`src/dsr_map.vh`:
```
`ifndef DSR_MAP_VH
`define DSR_MAP_VH
// -----------------------------------------------------------------
// Register indices (one holding_reg each)
// -----------------------------------------------------------------
`define DSR_IDX_STATUS      8'h00
`define DSR_IDX_SPEED       8'h01
`define DSR_IDX_POS_HI      8'h02
`define DSR_IDX_POS_LO      8'h03
`define DSR_IDX_TORQUE      8'h04
`define DSR_IDX_PEAK        8'h05
`define DSR_IDX_ULOGIC      8'h06
`define DSR_IDX_UMOTOR      8'h07
`define DSR_IDX_TEMP        8'h08
`define DSR_IDX_RSV_FIRST   8'h09
`define DSR_IDX_RSV_LAST    8'h0b
`define DSR_IDX_DATE        8'h0c
`define DSR_IDX_SERIAL      8'h0d
// -----------------------------------------------------------------
// Status word bit positions
// -----------------------------------------------------------------
`define DSR_BIT_TARGET_REACHED  0
`define DSR_BIT_DRAG_ERROR      1
`define DSR_BIT_JOG_REV         2
`define DSR_BIT_JOG_FWD         3
`define DSR_BIT_MOTOR_POWER     4
`define DSR_BIT_RUN_ABORTED     5
`define DSR_BIT_RUNNING         6
`define DSR_BIT_OVER_TEMP       7
`define DSR_BIT_AGAINST_LOOP    8
`define DSR_BIT_GEN_ERROR       9
`define DSR_BIT_BLOCKED         10
`define DSR_BIT_MANUAL_MOVE     11
`define DSR_BIT_BAD_TARGET      12
`define DSR_BIT_POWER_WAS_LOST  13
`define DSR_BIT_LIMIT_POS       14
`define DSR_BIT_LIMIT_NEG       15
// -----------------------------------------------------------------
// Reset values
// -----------------------------------------------------------------
`define DSR_RST_WORD        16'h0000
`define DSR_RST_POS         32'h0000_0000
// Run phase codes
`define DSR_PH_IDLE         2'h0
`define DSR_PH_START        2'h1
`define DSR_PH_CRUISE       2'h2
`define DSR_PH_BRAKE        2'h3
`endif

```
`src/dsr_status_bank.v`:
```
`timescale 1ns/10ps
`include "dsr_map.vh"
// -----------------------------------------------------------------
// Drive status register bank
// -----------------------------------------------------------------
// Function
// Status bits 0..3 show target reached, drag error, reverse jog key, forward jog key.
// Status bits 4..7 show motor power, aborted run, running, over-temperature.
// Status bits 8..11 show against-loop motion, general error, blocked, manual displacement.
// Status bits 12..15 show bad target, power was lost, positive and negative limits.
// Position reads as a signed 32-bit count of hundredths of a millimetre.
// A position write re-references the present shaft position without moving.
// Peak torque of the latest run is held, start and braking phases excluded.
// Logic supply voltage reads as unsigned 16-bit in 0.1 V steps.
// Motor supply voltage reads as unsigned 16-bit in 0.1 V steps.
// Temperature reads as signed 16-bit whole degrees, read-only.
// Manufacture date reads as one integer, year pair high and week pair low.
// Reserved slots between temperature and date read as zero.
// 32-bit writes go high word first; the value changes only on the low-word write.
// Speed reads as signed 16-bit rpm, negative toward smaller positions.
module dsr_status_bank #(
	parameter [15:0] SERIAL_NUMBER = 16'h0001,  // Arbitrary default
	parameter [15:0] MFG_YEAR_WEEK = 16'h0000   // Integer YYWW, arbitrary default
) (
	input  wire        clk,
	input  wire        rst_n,
	// Holding register access port
	input  wire        hreg_rd,
	input  wire        hreg_wr,
	input  wire [7:0]  hreg_addr,
	input  wire [15:0] hreg_wdata,
	output reg  [15:0] hreg_rdata,
	output reg         hreg_ack,
	output reg         hreg_reject,
	// Drive state, same clock domain
	input  wire [15:0] status_flags,
	input  wire [15:0] speed_rpm,
	input  wire [31:0] encoder_pos,
	input  wire [15:0] torque_cnm,
	input  wire [1:0]  run_phase,
	input  wire [15:0] temp_deg,
	// Analog monitor words from outside the clock domain
	input  wire [15:0] logic_volt_raw,
	input  wire [15:0] motor_volt_raw,
	// Position offset loaded by a referencing write
	output reg  [31:0] pos_offset,
	output reg         reref_pulse
);
	// -----------------------------------------------------------------
	// Input capture
	// -----------------------------------------------------------------
	wire [15:0] logic_volt;
	wire [15:0] motor_volt;
	wire [15:0] peak_torque;
	reg  [15:0] pos_hi_stage;
	reg         hi_pending;
	reg  [31:0] next_offset;
	wire [31:0] cur_pos;
	reg  [15:0] next_rdata;
	reg         next_reject;
	wire        rsvd_hit;

	// Voltages come from a converter on another clock
	dsr_sync #(
		.WIDTH (16)
	) u_sync_logic (
		.clk   (clk),
		.rst_n (rst_n),
		.d     (logic_volt_raw),
		.q     (logic_volt)
	);

	dsr_sync #(
		.WIDTH (16)
	) u_sync_motor (
		.clk   (clk),
		.rst_n (rst_n),
		.d     (motor_volt_raw),
		.q     (motor_volt)
	);

	dsr_peak u_peak (
		.clk    (clk),
		.rst_n  (rst_n),
		.phase  (run_phase),
		.torque (torque_cnm),
		.peak   (peak_torque)
	);

	// -----------------------------------------------------------------
	// Position referencing
	// -----------------------------------------------------------------
	// Reported position is encoder plus offset, in hundredths of a mm
	assign cur_pos = encoder_pos + pos_offset;

	// Offset chosen so the present position equals the written value
	always @* begin
		next_offset = {pos_hi_stage, hreg_wdata} - encoder_pos;
	end

	// High word staged; any other write between halves cancels it
	always @(posedge clk) begin
		if (!rst_n) begin
			pos_hi_stage <= `DSR_RST_WORD;
			hi_pending   <= 1'b0;
			pos_offset   <= `DSR_RST_POS;
			reref_pulse  <= 1'b0;
		end else begin
			reref_pulse <= 1'b0;
			if (hreg_wr) begin
				if (hreg_addr == `DSR_IDX_POS_HI) begin
					pos_hi_stage <= hreg_wdata;
					hi_pending   <= 1'b1;
				end else begin
					hi_pending <= 1'b0;
					if (hreg_addr == `DSR_IDX_POS_LO && hi_pending) begin
						pos_offset  <= next_offset;
						reref_pulse <= 1'b1;
					end
				end
			end
		end
	end

	// -----------------------------------------------------------------
	// Read mux
	// -----------------------------------------------------------------
	assign rsvd_hit = (hreg_addr >= `DSR_IDX_RSV_FIRST) && (hreg_addr <= `DSR_IDX_RSV_LAST);

	// Decode; reserved reads zero, unknown addresses are refused
	always @* begin
		next_rdata  = `DSR_RST_WORD;
		next_reject = 1'b0;
		case (hreg_addr)
			`DSR_IDX_STATUS: next_rdata = status_flags;
			`DSR_IDX_SPEED:  next_rdata = speed_rpm;
			`DSR_IDX_POS_HI: next_rdata = cur_pos[31:16];
			`DSR_IDX_POS_LO: next_rdata = cur_pos[15:0];
			`DSR_IDX_TORQUE: next_rdata = torque_cnm;
			`DSR_IDX_PEAK:   next_rdata = peak_torque;
			`DSR_IDX_ULOGIC: next_rdata = logic_volt;
			`DSR_IDX_UMOTOR: next_rdata = motor_volt;
			`DSR_IDX_TEMP:   next_rdata = temp_deg;
			`DSR_IDX_DATE:   next_rdata = MFG_YEAR_WEEK;
			`DSR_IDX_SERIAL: next_rdata = SERIAL_NUMBER;
			default: begin
				next_rdata  = `DSR_RST_WORD;
				next_reject = !rsvd_hit;
			end
		endcase
	end

	// Answer one cycle after request; writes to read-only words are ignored
	always @(posedge clk) begin
		if (!rst_n) begin
			hreg_rdata  <= `DSR_RST_WORD;
			hreg_ack    <= 1'b0;
			hreg_reject <= 1'b0;
		end else begin
			hreg_ack    <= hreg_rd | hreg_wr;
			hreg_reject <= (hreg_rd | hreg_wr) & next_reject;
			if (hreg_rd)
				hreg_rdata <= next_rdata;
			if (hreg_wr && hreg_addr == `DSR_IDX_POS_LO && !hi_pending)
				hreg_reject <= 1'b1;
		end
	end
endmodule

```
`src/dsr_sync.v`:
```
`timescale 1ns/10ps
// Three-stage synchroniser; output changes once stages two and three agree
module dsr_sync #(
	parameter WIDTH = 16
) (
	input  wire             clk,
	input  wire             rst_n,
	input  wire [WIDTH-1:0] d,
	output reg  [WIDTH-1:0] q
);
	reg [WIDTH-1:0] s1;
	reg [WIDTH-1:0] s2;
	reg [WIDTH-1:0] s3;

	// Chain; s1 is read only by s2
	always @(posedge clk) begin
		if (!rst_n) begin
			s1 <= {WIDTH{1'b0}};
			s2 <= {WIDTH{1'b0}};
			s3 <= {WIDTH{1'b0}};
		end else begin
			s1 <= d;
			s2 <= s1;
			s3 <= s2;
		end
	end

	// Whole-word agreement; a word caught mid-change is held back, never torn
	always @(posedge clk) begin
		if (!rst_n)
			q <= {WIDTH{1'b0}};
		else if (s2 == s3)
			q <= s3;
	end
endmodule

```
`src/dsr_peak.v`:
```
`timescale 1ns/10ps
`include "dsr_map.vh"
// Peak torque tracker for one run; ignores start and braking phases
module dsr_peak (
	input  wire        clk,
	input  wire        rst_n,
	input  wire [1:0]  phase,
	input  wire [15:0] torque,
	output reg  [15:0] peak
);
	reg [1:0] last_phase;

	// New run clears the peak; only cruise phase samples it
	always @(posedge clk) begin
		if (!rst_n) begin
			peak       <= `DSR_RST_WORD;
			last_phase <= `DSR_PH_IDLE;
		end else begin
			last_phase <= phase;
			if (phase == `DSR_PH_START && last_phase == `DSR_PH_IDLE)
				peak <= `DSR_RST_WORD;
			else if (phase == `DSR_PH_CRUISE && torque > peak)
				peak <= torque;
		end
	end
endmodule

```
`config.mk`:
```
export PLATFORM = sky130hd
export DESIGN_NAME = dsr_status_bank
export DESIGN_NICKNAME = d
export VERILOG_FILES = /design/src/dsr_status_bank.v /design/src/dsr_sync.v /design/src/dsr_peak.v
export VERILOG_INCLUDE_DIRS = /design/src
export SDC_FILE = /design/constraint.sdc
export NUM_CORES = 1
export LEC_CHECK = 0
export BUFFER_PORTS_ARGS = -buffer_cell sky130_fd_sc_hd__buf_2
export CORE_MARGIN = 2
export CORE_UTILIZATION = 55
export CTS_BUF_LIST = sky130_fd_sc_hd__clkbuf_4 sky130_fd_sc_hd__clkbuf_8
export CTS_CLUSTER_DIAMETER = 50
export DETAILED_ROUTE_END_ITERATION = 12
export GPL_TIMING_DRIVEN = 0
export PLACE_DENSITY_LB_ADDON = 0.15
export SYNTH_ARGS = -nofsm -noshare
export SYNTH_HDL_FRONTEND = slang
export SYNTH_SLANG_ARGS = --single-unit
```
`constraint.sdc`:
```
create_clock -name clk -period 7 [get_ports clk]
set_clock_uncertainty 0.15 [all_clocks]
set_input_delay 1.4 -clock clk [delete_from_list [all_inputs] [get_ports clk]]
set_output_delay 1.4 -clock clk [all_outputs]
set_load 0.03 [all_outputs]
```
Word-level counts from Yosys, hierarchy flattened
Cells that the tools add are included.

Register bits: 214. Input port bits: 158. Output and inout port bits: 51. Word-level logic and storage cells: 61.

Add/subtract/negate cells: 2. Magnitude comparators: 3. Equality and inequality tests: 14. Mux-type cells: 5. Bitwise gates (word level): 5. Reduce and logical (&&, ||, !) cells: 15.

Operators with widths (count): $pmux 16 s10 (1); $add 32x32->32 (1); $eq 16x16->1 (2); $eq 8x3->1 const B (4); $sub 32x32->32 (1); $eq 8x4->1 const B (3); $eq 8x2->1 const B (2); $gt 16x16->1 (1); $reduce_or 11->1 (1); $eq 8x1->1 const B (1); $ge 8x4->1 const B (1); $le 8x4->1 const B (1); $logic_not 8->1 (1); $logic_and 1x1->1 (6); $mux 1 (4); $not 1->1 (3); $reduce_and 3->1 (1); $reduce_or 3->1 (1); $eq 2x1->1 const B (1); $eq 2x2->1 const B (1); $logic_not 1->1 (2); $logic_not 2->1 (1); $reduce_and 2->1 (1); $reduce_or 2->1 (1); 2 further kinds (2).

Longest topological paths before layout
Gate-level depths: netlist of the first run.

Word-level depth: 6. Depth in mapped cells: 12. Mapped depth without buffers: 12.

Hierarchy
A second synthesis of the first run with hierarchy kept.

Cell total of the unflattened synthesis: 1445. Area, all modules: 12238.0 um2.

By module, submodules not included: dsr_status_bank (instances 1, cells an instance 890, area each 6678.9 um2, sequential area each 1361.3 um2); dsr_sync (instances 2, cells an instance 191, area each 2093.3 um2, sequential area each 1281.2 um2); dsr_peak (instances 1, cells an instance 173, area each 1372.6 um2, sequential area each 360.3 um2).

Worst setup path after synthesis of the first run
OpenSTA, ideal clock, no wires.

Path type: input-to-reg. Start: input hreg_wdata[0]. End: register pos_offset[30]. Setup time: 0.079 ns. Arrival: 3.707 ns. Required time: 6.771 ns. Slack: 3.064 ns. Stages: 12. Buffers on the path: 0. Cell sequence: inv_1 ha_1 fa_1 nand2b_1 a21o_1 a31o_2 o21bai_1 a21oi_1 a31oi_1 a311oi_1 or4_1 o211ai_1.

Longest elaborated chain between the ends: 1.

RTL lines: from (decl) (line dsr_status_bank.v:31) `input wire [15:0] hreg_wdata,`; $sub 32x32->32 (line dsr_status_bank.v:98) `next_offset = {pos_hi_stage, hreg_wdata} - encoder_pos;`; to (signal assigned) (line dsr_status_bank.v:106) `` pos_offset <= `DSR_RST_POS; ``; to (signal assigned) (line dsr_status_bank.v:117) `pos_offset <= next_offset;`; to (decl) (line dsr_status_bank.v:46) `output reg [31:0] pos_offset,`.

No other way between the ends. A chain may end at the register's enable or synchronous reset.

Final worst setup path of the first run
Same ends and word-level chain as after synthesis.

==> impl_metrics.csv, run 1 <==
group,metric,value,unit
outcome,outcome,"finished clean",
logic_synthesis,synthMuxAreaShare,0.0571,
critical_path,worstPathRequired,7320,ps
clocking,clkLatencyLatePin,570,ps
logic_synthesis,synth_cell_types,74,
critical_path,critPathArrivalTime,4290,ps
timing,setup_viol,0,
route,wl_per_cell,19.4,microns
logic_synthesis,synth_top_family_by_area,"simple AND/OR/NAND/NOR gates",
finish,fin_util,0.666,
logic_synthesis,syn_avg_cell_area,8.44,sq um
place,place_area,0.0132,sq mm
job,maxCapViolCount,0,
critical_path,crit_chain,"buf_2, inv_1, ha_1, fa_1, nand2b_1, a21o_1, a31o_2, o21bai_1, a21oi_1, a31oi_1, a311oi_1, or4_1, o211ai_1",
critical_path,critPathKind,"input pin to flop",
critical_path,path_buf_inv,2,
route,drt_iter0_drc,935,
floorplan,design.core.area,0.0211,sq mm
logic_synthesis,yosysTopAreaCellShare,0.362,
floorplan,ios,209,
logic_synthesis,synth_compound_area_frac,0.198,
logic_synthesis,async_reset_ff_frac,0,
logic_synthesis,synth_edf_count,0,
logic_synthesis,synth_warnings,0,
finish,drive_gt1_frac,0.181,
clocking,htree_levels,2,
route,drtPass1Iterations,7,
finish,diodes,0,
timing,hold_ws,273,ps
logic_synthesis,ys_seq_area_frac,0.362,
logic_synthesis,synth-seq-cells,214,
logic_synthesis,synthesis.area,0.0118,sq mm
finish,area_growth,18.5,%
floorplan,rows,53,
clocking,cts_sinks,214,
logic_synthesis,syn_inst,1402,
place,gp_congestion,0.974,
clocking,post-cts-setup-buffers,0,
floorplan,die_y,151,microns
clocking,cts_tree,"done",
logic_synthesis,yosys.area.top_type,"dfxtp_1",
grt,grt_remaining_overflow,0,
clocking,cts_root_buffer,"clkbuf_8",
place,io_buffers,206,
timing,fin_crit_sh,0.567,
route,viasPerCell,5.78,
timing,hold_viol,0,
route,remaining_drc_errors,0,
critical_path,slowest_delay,490,ps
power_and_ir_drop,p_leak,6.74,nW
floorplan,start_util,0.561,
finish,final_nets,1886,
route,vias,11265,
route,drt.antenna.violating_nets,0,
grt,grt_usage,0.332,
timing,max-slew-margin-rel,0.185,
timing,slew_viol_final,0,
clocking,clock_path_buffers,3,
place,pre_cts_ws,2530,ps
grt,antenna_found_initial,0,
power_and_ir_drop,power_density,202,mW/mm^2
grt,grt_first_pass_wirelength,57300,microns
timing,fin_crit,3970,ps
timing,worst_slack,3030,ps
grt,grt_pass1_vias,10627,
timing,fmax,252,MHz
critical_path,critical_path.max_fanout,4,
critical_path,slowest_stage,"or4_1",
critical_path,worstSetupStartpointType,"input pin",
logic_synthesis,synth_fa_ha_area_frac,0.0858,
logic_synthesis,synth_xor_area_frac,0.0547,
finish,finalInstanceArea,0.0140,sq mm
clocking,post_cts_resized,0,
route,wl,37900,microns
critical_path,crit_path_end_kind,"flop",
clocking,cts_buffers,38,
logic_synthesis,synth_nets,1640,
floorplan,die_area,0.0227,sq mm
power_and_ir_drop,ir_drop,0.188,mV
timing,rsz0062_at_grt,"no",
place,hpwl,29900,microns
logic_synthesis,synth_area_leaders,"dfxtp_1 (36%), ha_1 (8.2%), and2_1 (5.4%)",
grt,grt_max_degree,13,
clocking,holdBufCountCts,0,
min_path,hold_class,"flop to flop",
logic_synthesis,ys.flop_type,"dfxtp_1",
logic_synthesis,synth_common_cells,"dfxtp_1 (214), a21oi_1 (125), nand2_1 (120), nor2_1 (107), and2_1 (102)",
floorplan,die_w,151,microns
logic_synthesis,synthSimpleGateAreaFrac,0.199,
logic_synthesis,synth.most_common_cell,"dfxtp_1",
timing,fin_tns_setup,0,ps
clocking,clk_pin_slew_worst_paths,60,ps
critical_path,worst_path_dominant_cell_family,"compound AO/OA/AOI/OAI gates",
timing,worst_slew_pin_slew,1210,ps
## metrics by stage
stage          power [mW]  std cells
2_1_floorplan        1.49       1402
3_3_place_gp         1.62       1883
3_5_place_dp         1.62       1883
4_1_cts              2.85       1950
5_1_grt              2.94       1950
6_report             2.84       1950
## worst paths after layout
path	cells past startpoint	end	start	slack, ps
worst max-delay path	13	pos_offset[30]	hreg_wdata[0]	3030
worst min-delay path	1	u_sync_logic.s2[1]	u_sync_logic.s1[1]	270
worst max register to register	12	hreg_rdata[14]	pos_offset[0]	3760
worst min register to register	1	u_sync_logic.s2[1]	u_sync_logic.s1[1]	270
## cell usage in the layout, fill, tap and decap left out, types with 7 or more instances in the layout
cell and instances:
dfxtp_1 214, buf_2 213, a21oi_1 125, nand2_1 120, nor2_1 107, and2_1 102
ha_1 78, o21ai_0 75, inv_1 72, mux2i_1 63, clkbuf_8 49, xor2_1 48
clkbuf_1 43, a21o_1 27, nor2b_1 27, xnor2_1 26, nand3_1 21, a31oi_1 18
o211ai_1 17, a22oi_1 17, o21a_1 15, nand2b_1 14, a211oi_1 14, nor3_1 13
nand4_1 11, and3_1 11, nor4_1 10, clkbuf_4 10, o21bai_1 8, a221oi_1 7
## metal layers
layer / global-route usage / vias up / wire, microns
li1: - / 5433 / -
met4: 0.124 / 0 / 1240
met3: 0.0848 / 83 / 3820
met5: 0 / - / 0
met2: 0.501 / 544 / 16100
met1: 0.456 / 5205 / 16700
## power breakdown
part | internal (mW) | switching, mW
registers | 1.25 | 0.0153
logic | 0.141 | 0.198
clock network | 0.692 | 0.546
total | 2.08 | 0.759
## cells by family after synthesis
kind of cell               after synthesis
buffers and inverters                  129
muxes                                   66
AOI/OAI and AO/OA                      372
DFF                                    214
adders and majority gates               80
xor gates and xnor gates                74
and+or+nand+nor                        467
## worst register-to-register path, cell delays in order (launching register included)
cell and delay [ps]:
dfxtp_1 370, ha_1 210, inv_1 60, fa_1 400, nor2b_1 220, o31a_1 210
o311a_1 260, o211ai_1 190, a31oi_1 390, nand4_1 180, and3_1 210, o21ai_0 170
a21oi_1 90
## state kept, by name, indices dropped and copies added (netlist names)
register,cells
pos_offset,32
reref_pulse,1
u_sync_logic.s1,16
u_sync_motor.q,16
hreg_ack,1
u_sync_logic.s3,16
pos_hi_stage,16
u_sync_motor.s2,16
u_sync_motor.s1,16
hi_pending,1
u_peak.peak,16
hreg_reject,1
hreg_rdata,16
u_sync_logic.s2,16
u_peak.last_phase,2
u_sync_logic.q,16
u_sync_motor.s3,16
## final cells by class
class                   instances  area, sq um
clock buffers                  59          749
plain buffers                  56          239
clock inverters                 8         71.3
inverters                      73          274
flip-flops and latches        214         4280
multi-input cells            1059         7040
fillers                      1858         7050
repair buffers                206         1030
well taps                     275          344
Note: power is estimated with default switching activity, not from simulation.
==> run 2, diff against run 1 <==
--- a/config.mk
+++ b/config.mk
@@ -8,7 +8,7 @@
 export LEC_CHECK = 0
 export BUFFER_PORTS_ARGS = -buffer_cell sky130_fd_sc_hd__buf_2
 export CORE_MARGIN = 2
-export CORE_UTILIZATION = 55
+export CORE_UTILIZATION = 53
 export CTS_BUF_LIST = sky130_fd_sc_hd__clkbuf_4 sky130_fd_sc_hd__clkbuf_8
 export CTS_CLUSTER_DIAMETER = 50
 export DETAILED_ROUTE_END_ITERATION = 12
==> constraint.sdc (replaced) <==
create_clock -name clk -period 3.22 [get_ports clk]
set_clock_uncertainty 0.15 [all_clocks]
set_input_delay 0.644 -clock clk [delete_from_list [all_inputs] [get_ports clk]]
set_output_delay 0.644 -clock clk [all_outputs]
set_load 0.03 [all_outputs]
==> run 2 against run 1 <==
Compared with the run above: global-route usage decreased by 1.9 points; worst hold slack worse by 140 ps; count of clock-buffer cells in the layout rose by 2; routed wire length down 0.22%; die area grew 3.7%; critical path depth unchanged; clock power increased to 2.5 times the previous value; final area increased by 1.4%; total power grew 130%; combinational power grew 120%; critical endpoint is now hreg_rdata[10]; highest routed layer unchanged.
==> impl_metrics.csv, run 2 (synthesis gave the netlist of run 1 again) <==
group,metric,value,unit
grt,grt_first_pass_wirelength,57900,microns
route,remaining_drc_errors,0,
floorplan,die_w,153,microns
clocking,cts_sinks,214,
critical_path,worstSetupStartpointType,"flop",
finish,final_cell_mix,"dfxtp_1 (214), buf_2 (213), a21oi_1 (124), nand2_1 (120), nor2_1 (107)",
grt,grt_pass1_vias,10464,
timing,max-slew-margin-rel,0.170,
route,wl,37800,microns
power_and_ir_drop,p_leak,6.82,nW
outcome,outcome,"finished clean",
grt,grt_usage,0.313,
timing,slew_viol_final,0,
critical_path,crit_chain,"ha_2, inv_1, fa_2, nor2b_2, o31a_1, o311a_4, o211ai_1, a31oi_2, buf_4, a31oi_1, xnor2_1, nand2_1, a21oi_1",
finish,largest_reg_flops,32,
critical_path,rr_worst_depth,13,
timing,fin_crit,3090,ps
timing,setup_viol,0,
clocking,clk_pin_slew_worst_paths,60,ps
floorplan,start_util,0.541,
floorplan,design.core.area,0.0219,sq mm
clocking,cts_tree,"done",
timing,worst_slew_pin_slew,1230,ps
clocking,clock_path_buffers,3,
power_and_ir_drop,seq_power_share,0.417,
timing,fin_crit_sh,0.960,
route,drt.antenna.violating_nets,0,
clocking,clkLatencyLatePin,570,ps
route,drt_iter0_drc,944,
finish,regMostFlops,"pos_offset",
power_and_ir_drop,power.internal,4.86,mW
finish,area_growth,20.2,%
min_path,hold_depth,2,
place,io_buffers,206,
power_and_ir_drop,p_switching,1.73,mW
grt,antenna_found_initial,0,
power_and_ir_drop,ir_drop,0.373,mV
finish,multiInputGateArea,0.00708,sq mm
floorplan,ios,209,
grt,grt_max_degree,14,
floorplan,rows,54,
critical_path,critPathKind,"flop to flop",
timing,hold_viol,0,
clocking,cts_buffers,41,
route,drtPass1Iterations,7,
place,gp_congestion,1.01,
power_and_ir_drop,power.clock.fraction,0.471,
finish,seq_area,0.00428,sq mm
finish,layout_commonest_cell,"dfxtp_1",
finish,fillers,1948,
power_and_ir_drop,p_sw_frac,0.262,
floorplan,die_area,0.0235,sq mm
critical_path,worstPathRequired,3570,ps
critical_path,r2r_setup_slack,130,ps
finish,diodes,0,
power_and_ir_drop,comb_power_share,0.112,
critical_path,critPathArrivalTime,3440,ps
critical_path,slowest_stage,"o311a_4",
power_and_ir_drop,power,6.59,mW
floorplan,die_y,153,microns
clocking,htree_levels,2,
job,maxCapViolCount,0,
place,hpwl,29700,microns
critical_path,crit_path_end_kind,"flop",
critical_path,critical_path.max_fanout,3,
timing,fmax,323,MHz
critical_path,slowest_delay,390,ps
grt,grt_remaining_overflow,0,
power_and_ir_drop,power_density,463,mW/mm^2
route,wl_per_cell,19.2,microns
finish,final_nets,1891,
route,viasPerCell,5.74,
min_path,hold_class,"input pin to flop",
route,vias,11291,
clocking,cts_root_buffer,"clkbuf_8",
finish,drive_gt1_frac,0.192,
finish,fin_util,0.650,
[run 2: cell types whose count changed in the layout (fill, tap and decap cells not counted), moves of 2 or more]
| cell | before | now |
|---|---|---|
| bufinv_16 | 0 | 4 |
| buf_4 | 3 | 5 |
| clkbuf_8 | 49 | 46 |
| a31oi_2 | 0 | 2 |
| a31oi_1 | 18 | 16 |
| clkbuf_4 | 10 | 15 |
| clkinv_2 | 4 | 6 |
[run 2: per-stage QoR]
step | setup WS [ps] | instances | hold slack, ps | TNS (ps) | area [sq um]
floorplan | 40.2 | 1402 | 262 | 0 | 11800
global placement | -483 | 1888 | 266 | -5530 | 13200
detailed placement | -550 | 1888 | 268 | -6370 | 13200
CTS | 13.6 | 1964 | 99.9 | 0 | 14200
global route | -16.6 | 1966 | 112 | -22.7 | 14200
finish | 128 | 1966 | 130 | 0 | 14200
[run 2: worst max-delay path: cells and delay by family (launching register included)]
kind | cells | cell delay (ps)
AO/OA/AOI/OAI | 6 | 1520
XOR/XNOR | 1 | 190
adder cells (fa/ha/maj) | 2 | 420
buffers and inverters | 2 | 270
flip-flops | 1 | 330
AND/OR/NAND/NOR | 2 | 160
[run 2: metal layers]
metal  share of wire  up-vias  routed length (microns)  track usage
li1                -     5451                        -            -
met5               0        -                        0            0
met2            0.42      559                    15900        0.472
met4           0.037        0                     1390        0.122
met1            0.44     5181                    16600        0.442
met3            0.10      100                     3880       0.0624
[run 2: area by class of cell]
class / instances / share of cell area
multi-input cells: 1059 / 0.497
flip-flops and latches: 214 / 0.301
repair buffers: 208 / 0.0735
clock buffers: 61 / 0.0524
well taps: 280 / 0.0246
inverters: 73 / 0.0192
plain buffers: 56 / 0.0168
clock inverters: 15 / 0.0152
[run 2: timing repair]
action	CTS	global route
resized for setup	0	8
endpoints found under the setup margin	0	9
hold buffers	0	0
buffers inserted	0	2
[run 2: power groups by stage]
| stage | Sequential [mW] | Clock [mW] | Combinational (mW) |
|---|---|---|---|
| final | 2.74 | 3.10 | 0.741 |
| after global placement | 2.80 | 0 | 0.714 |
| after global routing | 2.75 | 3.26 | 0.807 |
| after detailed placement | 2.80 | 0 | 0.722 |
| after CTS | 2.74 | 3.13 | 0.727 |
| after floorplan | 2.79 | 0 | 0.446 |
[run 2: final timing paths]
check                      startpoint                  end
setup / recovery        pos_offset[0]       hreg_rdata[10]
hold / removal      logic_volt_raw[3]   u_sync_logic.s1[3]
setup reg to reg        pos_offset[0]       hreg_rdata[10]
hold reg to reg   u_sync_motor.s1[11]  u_sync_motor.s2[11]
